===== src/rtl/prr_pkg.sv =====
/*
 * prr_pkg: shared constants and types of the pattern register readout block.
 * assumes a 10 MHz system clock and a dram command clock sampled by it.
 */
package prr_pkg;

    // register byte offsets
    localparam logic [7:0] OFS_CTRL = 8'h00;
    localparam logic [7:0] OFS_LAT = 8'h04;
    localparam logic [7:0] OFS_STATUS = 8'h08;
    localparam logic [7:0] OFS_PAGE0 = 8'h10;
    localparam logic [7:0] OFS_PAGE3 = 8'h1C;

    // ctrl fields
    localparam int CTRL_WIDTH_LSB = 0;
    localparam int CTRL_PRE2_BIT = 2;
    localparam int CTRL_PAR_BIT = 3;
    localparam logic [31:0] CTRL_RST = 32'h0000_0001;

    // latency fields
    localparam int LAT_CL_LSB = 0;
    localparam int LAT_AL_LSB = 8;
    localparam int LAT_PL_LSB = 16;
    localparam logic [31:0] LAT_RST = 32'h0000_000B;

    // pattern page reset contents {loc3, loc2, loc1, loc0}
    localparam logic [31:0] PAGE0_RST = 32'h000F_3355;
    localparam logic [31:0] PAGEX_RST = 32'h0000_0000;

    // mode register 3 / mode register 0 fields on the address pins
    localparam int MR3_EN_BIT = 2;
    localparam int MR3_FMT_LSB = 11;
    localparam int MR3_PAGE_LSB = 0;
    localparam int MR0_BL_LSB = 0;
    localparam int ADDR_ORDER_BIT = 2;
    localparam int ADDR_CHOP_BIT = 12;
    localparam logic [2:0] MR_SEL_MR0 = 3'h0;
    localparam logic [2:0] MR_SEL_MR3 = 3'h3;

    // readout formats
    localparam logic [1:0] FMT_SERIAL = 2'h0;
    localparam logic [1:0] FMT_PARALLEL = 2'h1;
    localparam logic [1:0] FMT_STAGGER = 2'h2;

    // burst length field of mode register 0
    localparam logic [1:0] BL_FIXED8 = 2'h0;
    localparam logic [1:0] BL_OTF = 2'h1;
    localparam logic [1:0] BL_FIXED4 = 2'h2;

    // command-clock delay line depth, last beat of a burst
    localparam int LINE_DEPTH = 80;
    localparam logic [2:0] BEAT_LAST = 3'h7;

    // command pins after synchronising
    typedef struct packed {
        logic ck;
        logic cs_n;
        logic act_n;
        logic ras_n;
        logic cas_n;
        logic we_n;
        logic [1:0] bg;
        logic [1:0] ba;
        logic [17:0] addr;
    } prr_pins_t;

    // one pending pattern read
    typedef struct packed {
        logic valid;
        logic [1:0] loc;
        logic order;
        logic chop;
    } prr_entry_t;

    typedef enum logic {MODE_NORMAL, MODE_PATTERN} prr_mode_t;

endpackage : prr_pkg


===== src/rtl/prr_pattern_mem.sv =====
/*
 * prr_pattern_mem: four pages of four pattern bytes, one 32-bit word a page.
 * one byte-enabled write port, two read ports with registered data.
 */
`timescale 1ns/1ns
`default_nettype none
module prr_pattern_mem (
    // clock and reset
    input wire logic clk_sys,
    input wire logic arst_n,
    // write port
    input wire logic wr_en,
    input wire logic [1:0] wr_page,
    input wire logic [31:0] wr_data,
    input wire logic [3:0] wr_be,
    // read ports
    input wire logic [1:0] rd_a_page,
    output logic [31:0] rd_a_q,
    input wire logic [1:0] rd_b_page,
    output logic [31:0] rd_b_q
);
    logic [31:0] mem_q [4];

    genvar p, b;
    generate
        for (p = 0; p < 4; p++) begin : g_page
            for (b = 0; b < 4; b++) begin : g_byte
                always_ff @(posedge clk_sys or negedge arst_n) begin
                    if (!arst_n) begin
                        mem_q[p][8*b +: 8] <= (p == 0) ? prr_pkg::PAGE0_RST[8*b +: 8]
                                                       : prr_pkg::PAGEX_RST[8*b +: 8];
                    end else if (wr_en && wr_page == 2'(p) && wr_be[b]) begin
                        mem_q[p][8*b +: 8] <= wr_data[8*b +: 8];
                    end
                end
            end
        end
    endgenerate

    always_ff @(posedge clk_sys or negedge arst_n) begin
        if (!arst_n) begin
            rd_a_q <= '0;
            rd_b_q <= '0;
        end else begin
            rd_a_q <= mem_q[rd_a_page];
            rd_b_q <= mem_q[rd_b_page];
        end
    end
endmodule : prr_pattern_mem
`default_nettype wire


===== src/rtl/prr_readout.sv =====
/*
 * prr_readout: pattern register readout path of a dram device, with a
 * wishbone slave for pattern contents, latencies and device width.
 * assumes the command clock ck is much slower than clk_sys (8x or more).
 */
// Design decisions made here: the register offsets and the Wishbone register port.
`timescale 1ns/1ns
`default_nettype none
module prr_readout (
    // clock and reset
    input wire logic clk_sys,
    input wire logic arst_n,
    // wishbone slave
    input wire logic wb_cyc_i,
    input wire logic wb_stb_i,
    input wire logic wb_we_i,
    input wire logic [7:0] wb_adr_i,
    input wire logic [31:0] wb_dat_i,
    input wire logic [3:0] wb_sel_i,
    output logic [31:0] wb_dat_o,
    output logic wb_ack_o,
    // dram command pins
    input wire logic ck,
    input wire logic cs_n,
    input wire logic act_n,
    input wire logic ras_n,
    input wire logic cas_n,
    input wire logic we_n,
    input wire logic [1:0] bg,
    input wire logic [1:0] ba,
    input wire logic [17:0] addr,
    // data and strobe pins
    output logic [15:0] dq_o,
    output logic [15:0] dq_oe,
    output logic dqs_t_o,
    output logic dqs_c_o,
    output logic dqs_oe
);
    ////////////////////////////////////////////////////////////////////////////
    // functions

    function automatic logic cmd_is(input prr_pkg::prr_pins_t p, input logic r,
                                    input logic c, input logic w);
        cmd_is = !p.cs_n && p.act_n && p.ras_n == r && p.cas_n == c && p.we_n == w;
    endfunction : cmd_is

    function automatic logic [7:0] pat_byte(input logic [31:0] pg, input logic [1:0] loc);
        pat_byte = pg[8*loc +: 8];
    endfunction : pat_byte

    function automatic logic lane_bit(input logic [1:0] fmt, input logic [31:0] pg,
                                      input logic [1:0] loc, input logic [2:0] ui,
                                      input logic [3:0] lane);
        logic [7:0] by;
        by = 8'h00;
        lane_bit = 1'b0;
        case (fmt)
            prr_pkg::FMT_SERIAL: begin
                by = pat_byte(pg, loc);
                lane_bit = by[3'h7 - ui];
            end
            prr_pkg::FMT_PARALLEL: begin
                by = pat_byte(pg, 2'h0);
                lane_bit = by[3'h7 - lane[2:0]];
            end
            prr_pkg::FMT_STAGGER: begin
                by = pat_byte(pg, loc + lane[1:0]);
                lane_bit = by[3'h7 - ui];
            end
            default: begin
                lane_bit = 1'b0;
            end
        endcase
    endfunction : lane_bit

    ////////////////////////////////////////////////////////////////////////////
    // pin synchronising and command decode

    prr_pkg::prr_pins_t pins_raw;
    prr_pkg::prr_pins_t pins_s;
    logic ck_prev_q;

    assign pins_raw = '{ck: ck, cs_n: cs_n, act_n: act_n, ras_n: ras_n, cas_n: cas_n,
                        we_n: we_n, bg: bg, ba: ba, addr: addr};

    prr_sync #(.W($bits(prr_pkg::prr_pins_t))) u_sync (
        .clk_sys(clk_sys),
        .arst_n(arst_n),
        .d(pins_raw),
        .q(pins_s)
    );

    wire ck_rise = pins_s.ck && !ck_prev_q;
    wire ck_fall = !pins_s.ck && ck_prev_q;
    wire [2:0] mr_sel = {pins_s.bg[0], pins_s.ba};
    wire mrs_cmd = ck_rise && cmd_is(pins_s, 1'b0, 1'b0, 1'b0);
    wire rd_cmd = ck_rise && cmd_is(pins_s, 1'b1, 1'b0, 1'b1);
    wire mr3_wr = mrs_cmd && mr_sel == prr_pkg::MR_SEL_MR3;
    wire mr0_wr = mrs_cmd && mr_sel == prr_pkg::MR_SEL_MR0;

    ////////////////////////////////////////////////////////////////////////////
    // mode state

    prr_pkg::prr_mode_t mode_q;
    logic [1:0] fmt_q;
    logic [1:0] page_q;
    logic [1:0] bl_q;

    always_ff @(posedge clk_sys or negedge arst_n) begin
        if (!arst_n) begin
            ck_prev_q <= 1'b0;
            mode_q <= prr_pkg::MODE_NORMAL;
            fmt_q <= prr_pkg::FMT_SERIAL;
            page_q <= 2'h0;
            bl_q <= prr_pkg::BL_FIXED8;
        end else begin
            ck_prev_q <= pins_s.ck;
            if (mr3_wr) begin
                mode_q <= pins_s.addr[prr_pkg::MR3_EN_BIT] ? prr_pkg::MODE_PATTERN
                                                            : prr_pkg::MODE_NORMAL;
                fmt_q <= pins_s.addr[prr_pkg::MR3_FMT_LSB +: 2];
                page_q <= pins_s.addr[prr_pkg::MR3_PAGE_LSB +: 2];
            end
            if (mr0_wr) begin
                bl_q <= pins_s.addr[prr_pkg::MR0_BL_LSB +: 2];
            end
        end
    end

    ////////////////////////////////////////////////////////////////////////////
    // read capture and latency delay line

    logic [31:0] ctrl_q;
    logic [31:0] lat_q;
    prr_pkg::prr_entry_t new_e;
    prr_pkg::prr_entry_t line_q [prr_pkg::LINE_DEPTH];

    wire in_mode = mode_q == prr_pkg::MODE_PATTERN;
    wire chop_sel = bl_q == prr_pkg::BL_FIXED4 ||
                    (bl_q == prr_pkg::BL_OTF && !pins_s.addr[prr_pkg::ADDR_CHOP_BIT]);
    wire [6:0] rl_al = {2'h0, lat_q[prr_pkg::LAT_AL_LSB +: 5]};
    wire [6:0] rl_cl = {2'h0, lat_q[prr_pkg::LAT_CL_LSB +: 5]};
    wire [6:0] rl_pl = ctrl_q[prr_pkg::CTRL_PAR_BIT] ? {4'h0, lat_q[prr_pkg::LAT_PL_LSB +: 3]}
                                                      : 7'h00;
    wire [6:0] rl = rl_al + rl_cl + rl_pl;
    wire [6:0] tap_start = rl - 7'h01;
    wire [6:0] tap_pre1 = rl - 7'h02;
    wire [6:0] tap_pre2 = rl - 7'h03;

    // bank address picks the location; address bit 2 sets the order and, with BL_OTF, a low bit 12 chops
    assign new_e = '{valid: rd_cmd && in_mode, loc: pins_s.ba,
                     order: pins_s.addr[prr_pkg::ADDR_ORDER_BIT], chop: chop_sel};

    always_ff @(posedge clk_sys or negedge arst_n) begin
        if (!arst_n) begin
            line_q[0] <= '0;
        end else if (ck_rise) begin
            line_q[0] <= new_e;
        end
    end

    genvar k;
    generate
        for (k = 1; k < prr_pkg::LINE_DEPTH; k++) begin : g_line
            always_ff @(posedge clk_sys or negedge arst_n) begin
                if (!arst_n) begin
                    line_q[k] <= '0;
                end else if (ck_rise) begin
                    line_q[k] <= line_q[k-1];
                end
            end
        end
    endgenerate

    ////////////////////////////////////////////////////////////////////////////
    // burst engine

    prr_pkg::prr_entry_t cur_q;
    logic burst_q;
    logic pre_q;
    logic [2:0] beat_q;

    wire start_now = ck_rise && line_q[tap_start].valid;
    wire pre_now = line_q[tap_pre1].valid ||
                   (ctrl_q[prr_pkg::CTRL_PRE2_BIT] && line_q[tap_pre2].valid);

    always_ff @(posedge clk_sys or negedge arst_n) begin
        if (!arst_n) begin
            burst_q <= 1'b0;
            pre_q <= 1'b0;
            beat_q <= 3'h0;
            cur_q <= '0;
        end else if (ck_rise) begin
            pre_q <= pre_now;
            if (start_now) begin
                burst_q <= 1'b1;
                beat_q <= 3'h0;
                cur_q <= line_q[tap_start];
            end else if (burst_q && beat_q == prr_pkg::BEAT_LAST) begin
                burst_q <= 1'b0;
            end else if (burst_q) begin
                beat_q <= beat_q + 3'h1;
            end
        end else if (ck_fall && burst_q) begin
            beat_q <= beat_q + 3'h1;
        end
    end

    ////////////////////////////////////////////////////////////////////////////
    // data and strobe outputs

    logic [31:0] pat_q;
    logic [31:0] wb_pat_q;
    logic [15:0] lane_d;
    logic [15:0] lane_used;

    wire [2:0] ui = {beat_q[2] ^ cur_q.order, beat_q[1:0]};
    wire tail_off = cur_q.chop && beat_q[2];
    wire fmt_ok = fmt_q != 2'h3;
    wire [1:0] width = ctrl_q[prr_pkg::CTRL_WIDTH_LSB +: 2];

    genvar i;
    generate
        for (i = 0; i < 16; i++) begin : g_lane
            assign lane_d[i] = lane_bit(fmt_q, pat_q, cur_q.loc, ui, 4'(i));
            assign lane_used[i] = (i < 4) || (i < 8 && width != 2'h0) || width == 2'h2;
        end
    endgenerate

    always_ff @(posedge clk_sys or negedge arst_n) begin
        if (!arst_n) begin
            dq_o <= 16'h0000;
            dq_oe <= 16'h0000;
            dqs_t_o <= 1'b0;
            dqs_c_o <= 1'b1;
            dqs_oe <= 1'b0;
        end else begin
            dq_o <= burst_q ? (lane_d & lane_used) : 16'h0000;
            dq_oe <= (burst_q && !tail_off && fmt_ok) ? lane_used : 16'h0000;
            dqs_t_o <= burst_q && !beat_q[0];
            dqs_c_o <= !(burst_q && !beat_q[0]);
            dqs_oe <= (burst_q && !tail_off) || pre_q;
        end
    end

    ////////////////////////////////////////////////////////////////////////////
    // pattern store

    wire wb_req = wb_cyc_i && wb_stb_i;
    wire pg_hit = wb_adr_i >= prr_pkg::OFS_PAGE0 && wb_adr_i <= prr_pkg::OFS_PAGE3 &&
                  wb_adr_i[1:0] == 2'h0;
    wire [1:0] wb_page = wb_adr_i[3:2];
    logic stage_q;

    prr_pattern_mem u_mem (
        .clk_sys(clk_sys),
        .arst_n(arst_n),
        .wr_en(wb_ack_o && wb_req && wb_we_i && pg_hit),
        .wr_page(wb_page),
        .wr_data(wb_dat_i),
        .wr_be(wb_sel_i),
        .rd_a_page(page_q),
        .rd_a_q(pat_q),
        .rd_b_page(wb_page),
        .rd_b_q(wb_pat_q)
    );

    ////////////////////////////////////////////////////////////////////////////
    // wishbone slave

    logic [31:0] be_mask;
    logic [31:0] status_w;
    logic [31:0] rd_mux;

    assign be_mask = {{8{wb_sel_i[3]}}, {8{wb_sel_i[2]}}, {8{wb_sel_i[1]}}, {8{wb_sel_i[0]}}};
    assign status_w = {24'h0000_00, bl_q, burst_q, page_q, fmt_q, in_mode};
    assign rd_mux = (wb_adr_i == prr_pkg::OFS_CTRL) ? ctrl_q :
                    (wb_adr_i == prr_pkg::OFS_LAT) ? lat_q :
                    (wb_adr_i == prr_pkg::OFS_STATUS) ? status_w :
                    pg_hit ? wb_pat_q : 32'h0000_0000;

    wire wr_go = wb_ack_o && wb_req && wb_we_i;

    always_ff @(posedge clk_sys or negedge arst_n) begin
        if (!arst_n) begin
            stage_q <= 1'b0;
            wb_ack_o <= 1'b0;
            wb_dat_o <= 32'h0000_0000;
        end else begin
            stage_q <= wb_req && !wb_ack_o && !stage_q;
            wb_ack_o <= stage_q && wb_req;
            if (stage_q) begin
                wb_dat_o <= wb_we_i ? 32'h0000_0000 : rd_mux;
            end
        end
    end

    always_ff @(posedge clk_sys or negedge arst_n) begin
        if (!arst_n) begin
            ctrl_q <= prr_pkg::CTRL_RST;
            lat_q <= prr_pkg::LAT_RST;
        end else if (wr_go) begin
            if (wb_adr_i == prr_pkg::OFS_CTRL) begin
                ctrl_q <= (ctrl_q & ~be_mask) | (wb_dat_i & be_mask);
            end
            if (wb_adr_i == prr_pkg::OFS_LAT) begin
                lat_q <= (lat_q & ~be_mask) | (wb_dat_i & be_mask);
            end
        end
    end
endmodule : prr_readout
`default_nettype wire


===== src/rtl/prr_sync.sv =====
/*
 * prr_sync: two flip-flop synchroniser for a group of pin inputs.
 * assumes each bit is a slow level relative to clk_sys.
 */
`timescale 1ns/1ns
`default_nettype none
module prr_sync #(
    parameter int W = 1
) (
    // clock and reset
    input wire logic clk_sys,
    input wire logic arst_n,
    // data
    input wire logic [W-1:0] d,
    output logic [W-1:0] q
);
    logic [W-1:0] meta_q;

    always_ff @(posedge clk_sys or negedge arst_n) begin
        if (!arst_n) begin
            meta_q <= '0;
            q <= '0;
        end else begin
            meta_q <= d;
            q <= meta_q;
        end
    end
endmodule : prr_sync
`default_nettype wire


===== config.mk =====
export PLATFORM = sky130hd
export DESIGN_NAME = prr_readout
export DESIGN_NICKNAME = d
export VERILOG_FILES = /design/src/rtl/prr_pkg.sv /design/src/rtl/prr_pattern_mem.sv /design/src/rtl/prr_readout.sv /design/src/rtl/prr_sync.sv
export SDC_FILE = /design/constraint.sdc
export NUM_CORES = 2
export LEC_CHECK = 0
export ABC_CLOCK_PERIOD_IN_PS = 5100
export BUFFER_PORTS_ARGS = -buffer_cell sky130_fd_sc_hd__clkbuf_2
export CORE_UTILIZATION = 55
export CTS_CLUSTER_DIAMETER = 60
export DETAILED_ROUTE_END_ITERATION = 8
export PLACE_DENSITY = 0.75
export SYNTH_ARGS = -nofsm -noshare
export SYNTH_HDL_FRONTEND = slang
export SYNTH_SLANG_ARGS = --single-unit

===== constraint.sdc =====
create_clock -name clk_sys -period 5.1 [get_ports clk_sys]
set_input_delay 1.02 -clock clk_sys [delete_from_list [all_inputs] [get_ports clk_sys]]
set_output_delay 1.02 -clock clk_sys [all_outputs]
set_load 0.01 [all_outputs]

==> impl_results.md <==
* Final number of max-transition violations at 0
* Largest family of logic cells by synthesized area: multiplexers
* CTS Root Cell: clkbuf_16
* Vias in the first global route at approximately 25000
* Final std cells w/o fill at 4050
* Top cells by area, synth: dfrtp_1 (52%), mux4_2 (14%), nand2_1 (13%)
* Asr flop ratio synth at between 90% and 100%
* Placed Cells at 3909
* Min cycle time layout at around 4.8 ns
* Mapped cell area at 35400 um2
* Share of layout cells above drive strength 1 at between 20% and 30%
* Final Hold Fails at 0
* Postcts setup bufs at 0
* XOR/XNOR Fraction of Synth Area at less than 1%
* Syn Area/Cell at 11.5 um2
* Synth top area share at about 52%
* Clk_skew at about 0.023 ns
* Post-synth EDFFs at 0
* Area leader, netlist: dfrtp_1
* Largest net degree at the start of global routing at ~220
* First-pass GRT wire length at 135000 um
* Final TNS setup at 0 ns
* GR Overflow Total at 0
* Drt pass-1 iters at 7
* Filler cell count at approximately 4700
* Die area at between 60000 and 70000 um2
* Pre-CTS WS at 0.381 ns
* CP Class: register to register
* Routed Antenna Nets at 0
* Final nets at approximately 3200
* Hold-fix buffers, CTS at 0
* Mapped Cells at about 3000
* Synth Area in Compound Gates at 3.07%
* DR iter-0 viols at 2418
* Initial cell density of the core at between 50% and 60%
* DR vias at 24100
* Post-Synth Adder-Cell Area at 0.685%
* Post-synthesis mux area share at between 20% and 30%
* Fmax at about 210 MHz
* PwrDens at ~320 nW/um2
* Synth Area in Simple Gates at around 15%
* Number of remaining DRC errors at 0
* GRT Resource Usage Total at 25.7%
* Synthesis-to-finish area growth at 11.4%
* CP Max Fanout at 14
* Synth warn at 0
* Slew at the pin with the worst max-slew slack at about 1.2 ns
* Max-capacitance violation count at 0
* Initial antenna violation count at 6
* Hold crit path type: register to register
* Die W at approximately 260 um
* Outcome: finished clean
* Detail Placement HPWL at 53200 um
* Post_cts resized at 0
* Lkg Pwr at 19.8 nW
* CP startpoint kind: register
* CTS clk-pin slew, worst paths at roughly 0.07 ns
* I/O pin cnt at about 150
* CTS tree: done
* Count of standard-cell rows at 92
* Seq/Total Area, Yosys at 53.5%
* Relative slew slack at 16.9%
* Placer Congestion at between 0.8 and 0.9
* WHS Endpoint: u_sync.q[1]$_DFF_PN0_
* Most common cell in the netlist: nand2_1
* Chip height at around 260 um
* R2R depth at 14
* Post-synth top cells: nand2_1 (1244), dfrtp_1 (740), mux2_2 (228)
* Post-synthesis net count at between 3000 and 4000
* Number of port buffers at 130
* Clock sink total at approximately 760
* Routed WL at 82000 um
* Unrepaired setup endpoints after global routing: false
* Synth Flop Type: dfrtp_1
* Min-Delay Path Depth at 0
* Finish-stage setup viols at 0
* Core Area at around 63000 um2
* Yosys cell types at 67
* Clk buf depth at 3
* Post-route worst setup slack at between 0.3 and 0.4 ns
* Clock Latency Late Sink at 0.63 ns
* Maximum VDD drop at between 0.2 and 0.3 mV
* Num CTS Buffers at a little under 80
* CP required at around 5.6 ns
* Drt wl/cell at 20.3 um
* Hold Crit Start: u_sync.meta_q[1]$_DFF_PN0_
* #FFs+latches synth at around 760
* Crit. End Element: register
* Worst flop-to-flop path endpoint: cur_q[2]$_DFFE_PN0P_
* Final worst-path cycle share at ~94%
* Critical Path AT at about 5.3 ns
* Reg2reg setup slack at around 0.33 ns
* Area post-placement at around 37000 um2
* Htree depth at 3
* DR vias/cell at 5.96
* Design Area, Final at 39500 um2
[through the flow]
step	power [W]	hold WS [ns]	utilization, %
6_report	0.0125	0.345	62.3
5_1_grt	0.0129	0.357	62.3
4_1_cts	0.0126	0.348	62.3
3_5_place_dp	0.00676	0.336	58.2
3_3_place_gp	0.00673	0.331	58.2
2_1_floorplan	0.00650	0.331	-
[worst max-delay path, stage by stage (launching register included)]
cell,delay (ns)
dfstp_2,0.55
inv_1,0.09
fa_4,0.51
inv_1,0.07
ha_1,0.24
fa_1,0.44
buf_4,0.20
xor2_4,0.52
buf_4,0.29
mux4_2,0.32
mux2i_1,0.21
mux2i_1,0.12
o2111a_1,0.30
a211oi_4,0.41
mux2_2,0.38
[area by class of cell]
type / count / area, um2 / share of cell area (%)
Clock inverter: 23 / 343 / 0.869
Tap cell: 846 / 1060 / 2.68
Inverter: 42 / 158 / 0.399
Multi-Input combinational cell: 2089 / 15500 / 39.2
Antenna cell: 2 / 5.00 / 0.0127
Clock buffer: 116 / 2280 / 5.77
Sequential cell: 757 / 19000 / 48.1
Timing Repair Buffer: 175 / 1170 / 2.97
[kinds of logic (layout without fill, tap and decap cells)]
kind of cell             count (synthesis)  after routing
AND/OR/NAND/NOR                       1362           1362
multiplexers                           548            548
flip-flops                             757            757
adder cells (fa/ha/maj)                 17             17
AO/OA/AOI/OAI                          147            147
buffers and inverters                  242            356
XOR/XNOR                                15             15
other                                    0              2
[state kept, by name (all words and copies together), names as in the netlist, 2 cells and up, named ones only]
name           count
bl_q               2
page_q             2
u_sync.meta_q     14
dq_o              16
u_mem.rd_b_q      32
u_mem.mem_q      128
beat_q             3
dq_oe              3
fmt_q              2
line_q           400
wb_dat_o          32
u_sync.q          14
cur_q              4
u_mem.rd_a_q      32
[metal layers]
layer | vias to the layer above | track usage, % | share of wire, %
li1 | 10700 | - | -
met3 | 194 | 4.03 | 5.3
met1 | 12500 | 35.0 | 41
met4 | 8 | 8.93 | 3.0
met5 | - | 0 | 0.061
met2 | 750 | 42.5 | 50
[power breakdown]
group / internal, W / total (W) / switching (W)
Sequential: 0.00610 / 0.00618 / 0.0000772
Combinational: 0.000130 / 0.000471 / 0.000341
Clock: 0.00342 / 0.00581 / 0.00239
Total: 0.00966 / 0.0125 / 0.00281
[worst max-delay path by stage]
stage	startpoint	to	slack (ns)	cells past startpoint
global route	register	cur_q[3]$_DFFE_PN0P_	0.20	13
global placement	register	cur_q[2]$_DFFE_PN0P_	0.43	13
finish	register	cur_q[2]$_DFFE_PN0P_	0.33	14
CTS	register	cur_q[2]$_DFFE_PN0P_	0.38	14
floorplan	register	cur_q[1]$_DFFE_PN0P_	0.29	18
detailed placement	register	cur_q[3]$_DFFE_PN0P_	0.38	13
[cells in the final DEF, fill, tap and decap left out, drive strengths merged, types with 7 or more instances in the layout]
cell    netlist  final
buf          67     46
mux2i        89     89
nor3         16     16
and3          7      7
inv          40     45
ha           13     13
clkinv        2     13
o22ai        31     31
dfstp        17     17
dfrtp       740    740
a221o         8      8
nand2      1244   1244
xnor2         9      9
o21ai        16     16
nor2         44     44
clkbuf      133    245
mux4        229    229
nand2b        8      8
nor2b        10     10
a21oi        27     27
a222oi       24     24
mux2        230    230
Note: power is estimated with default switching activity, not from simulation.
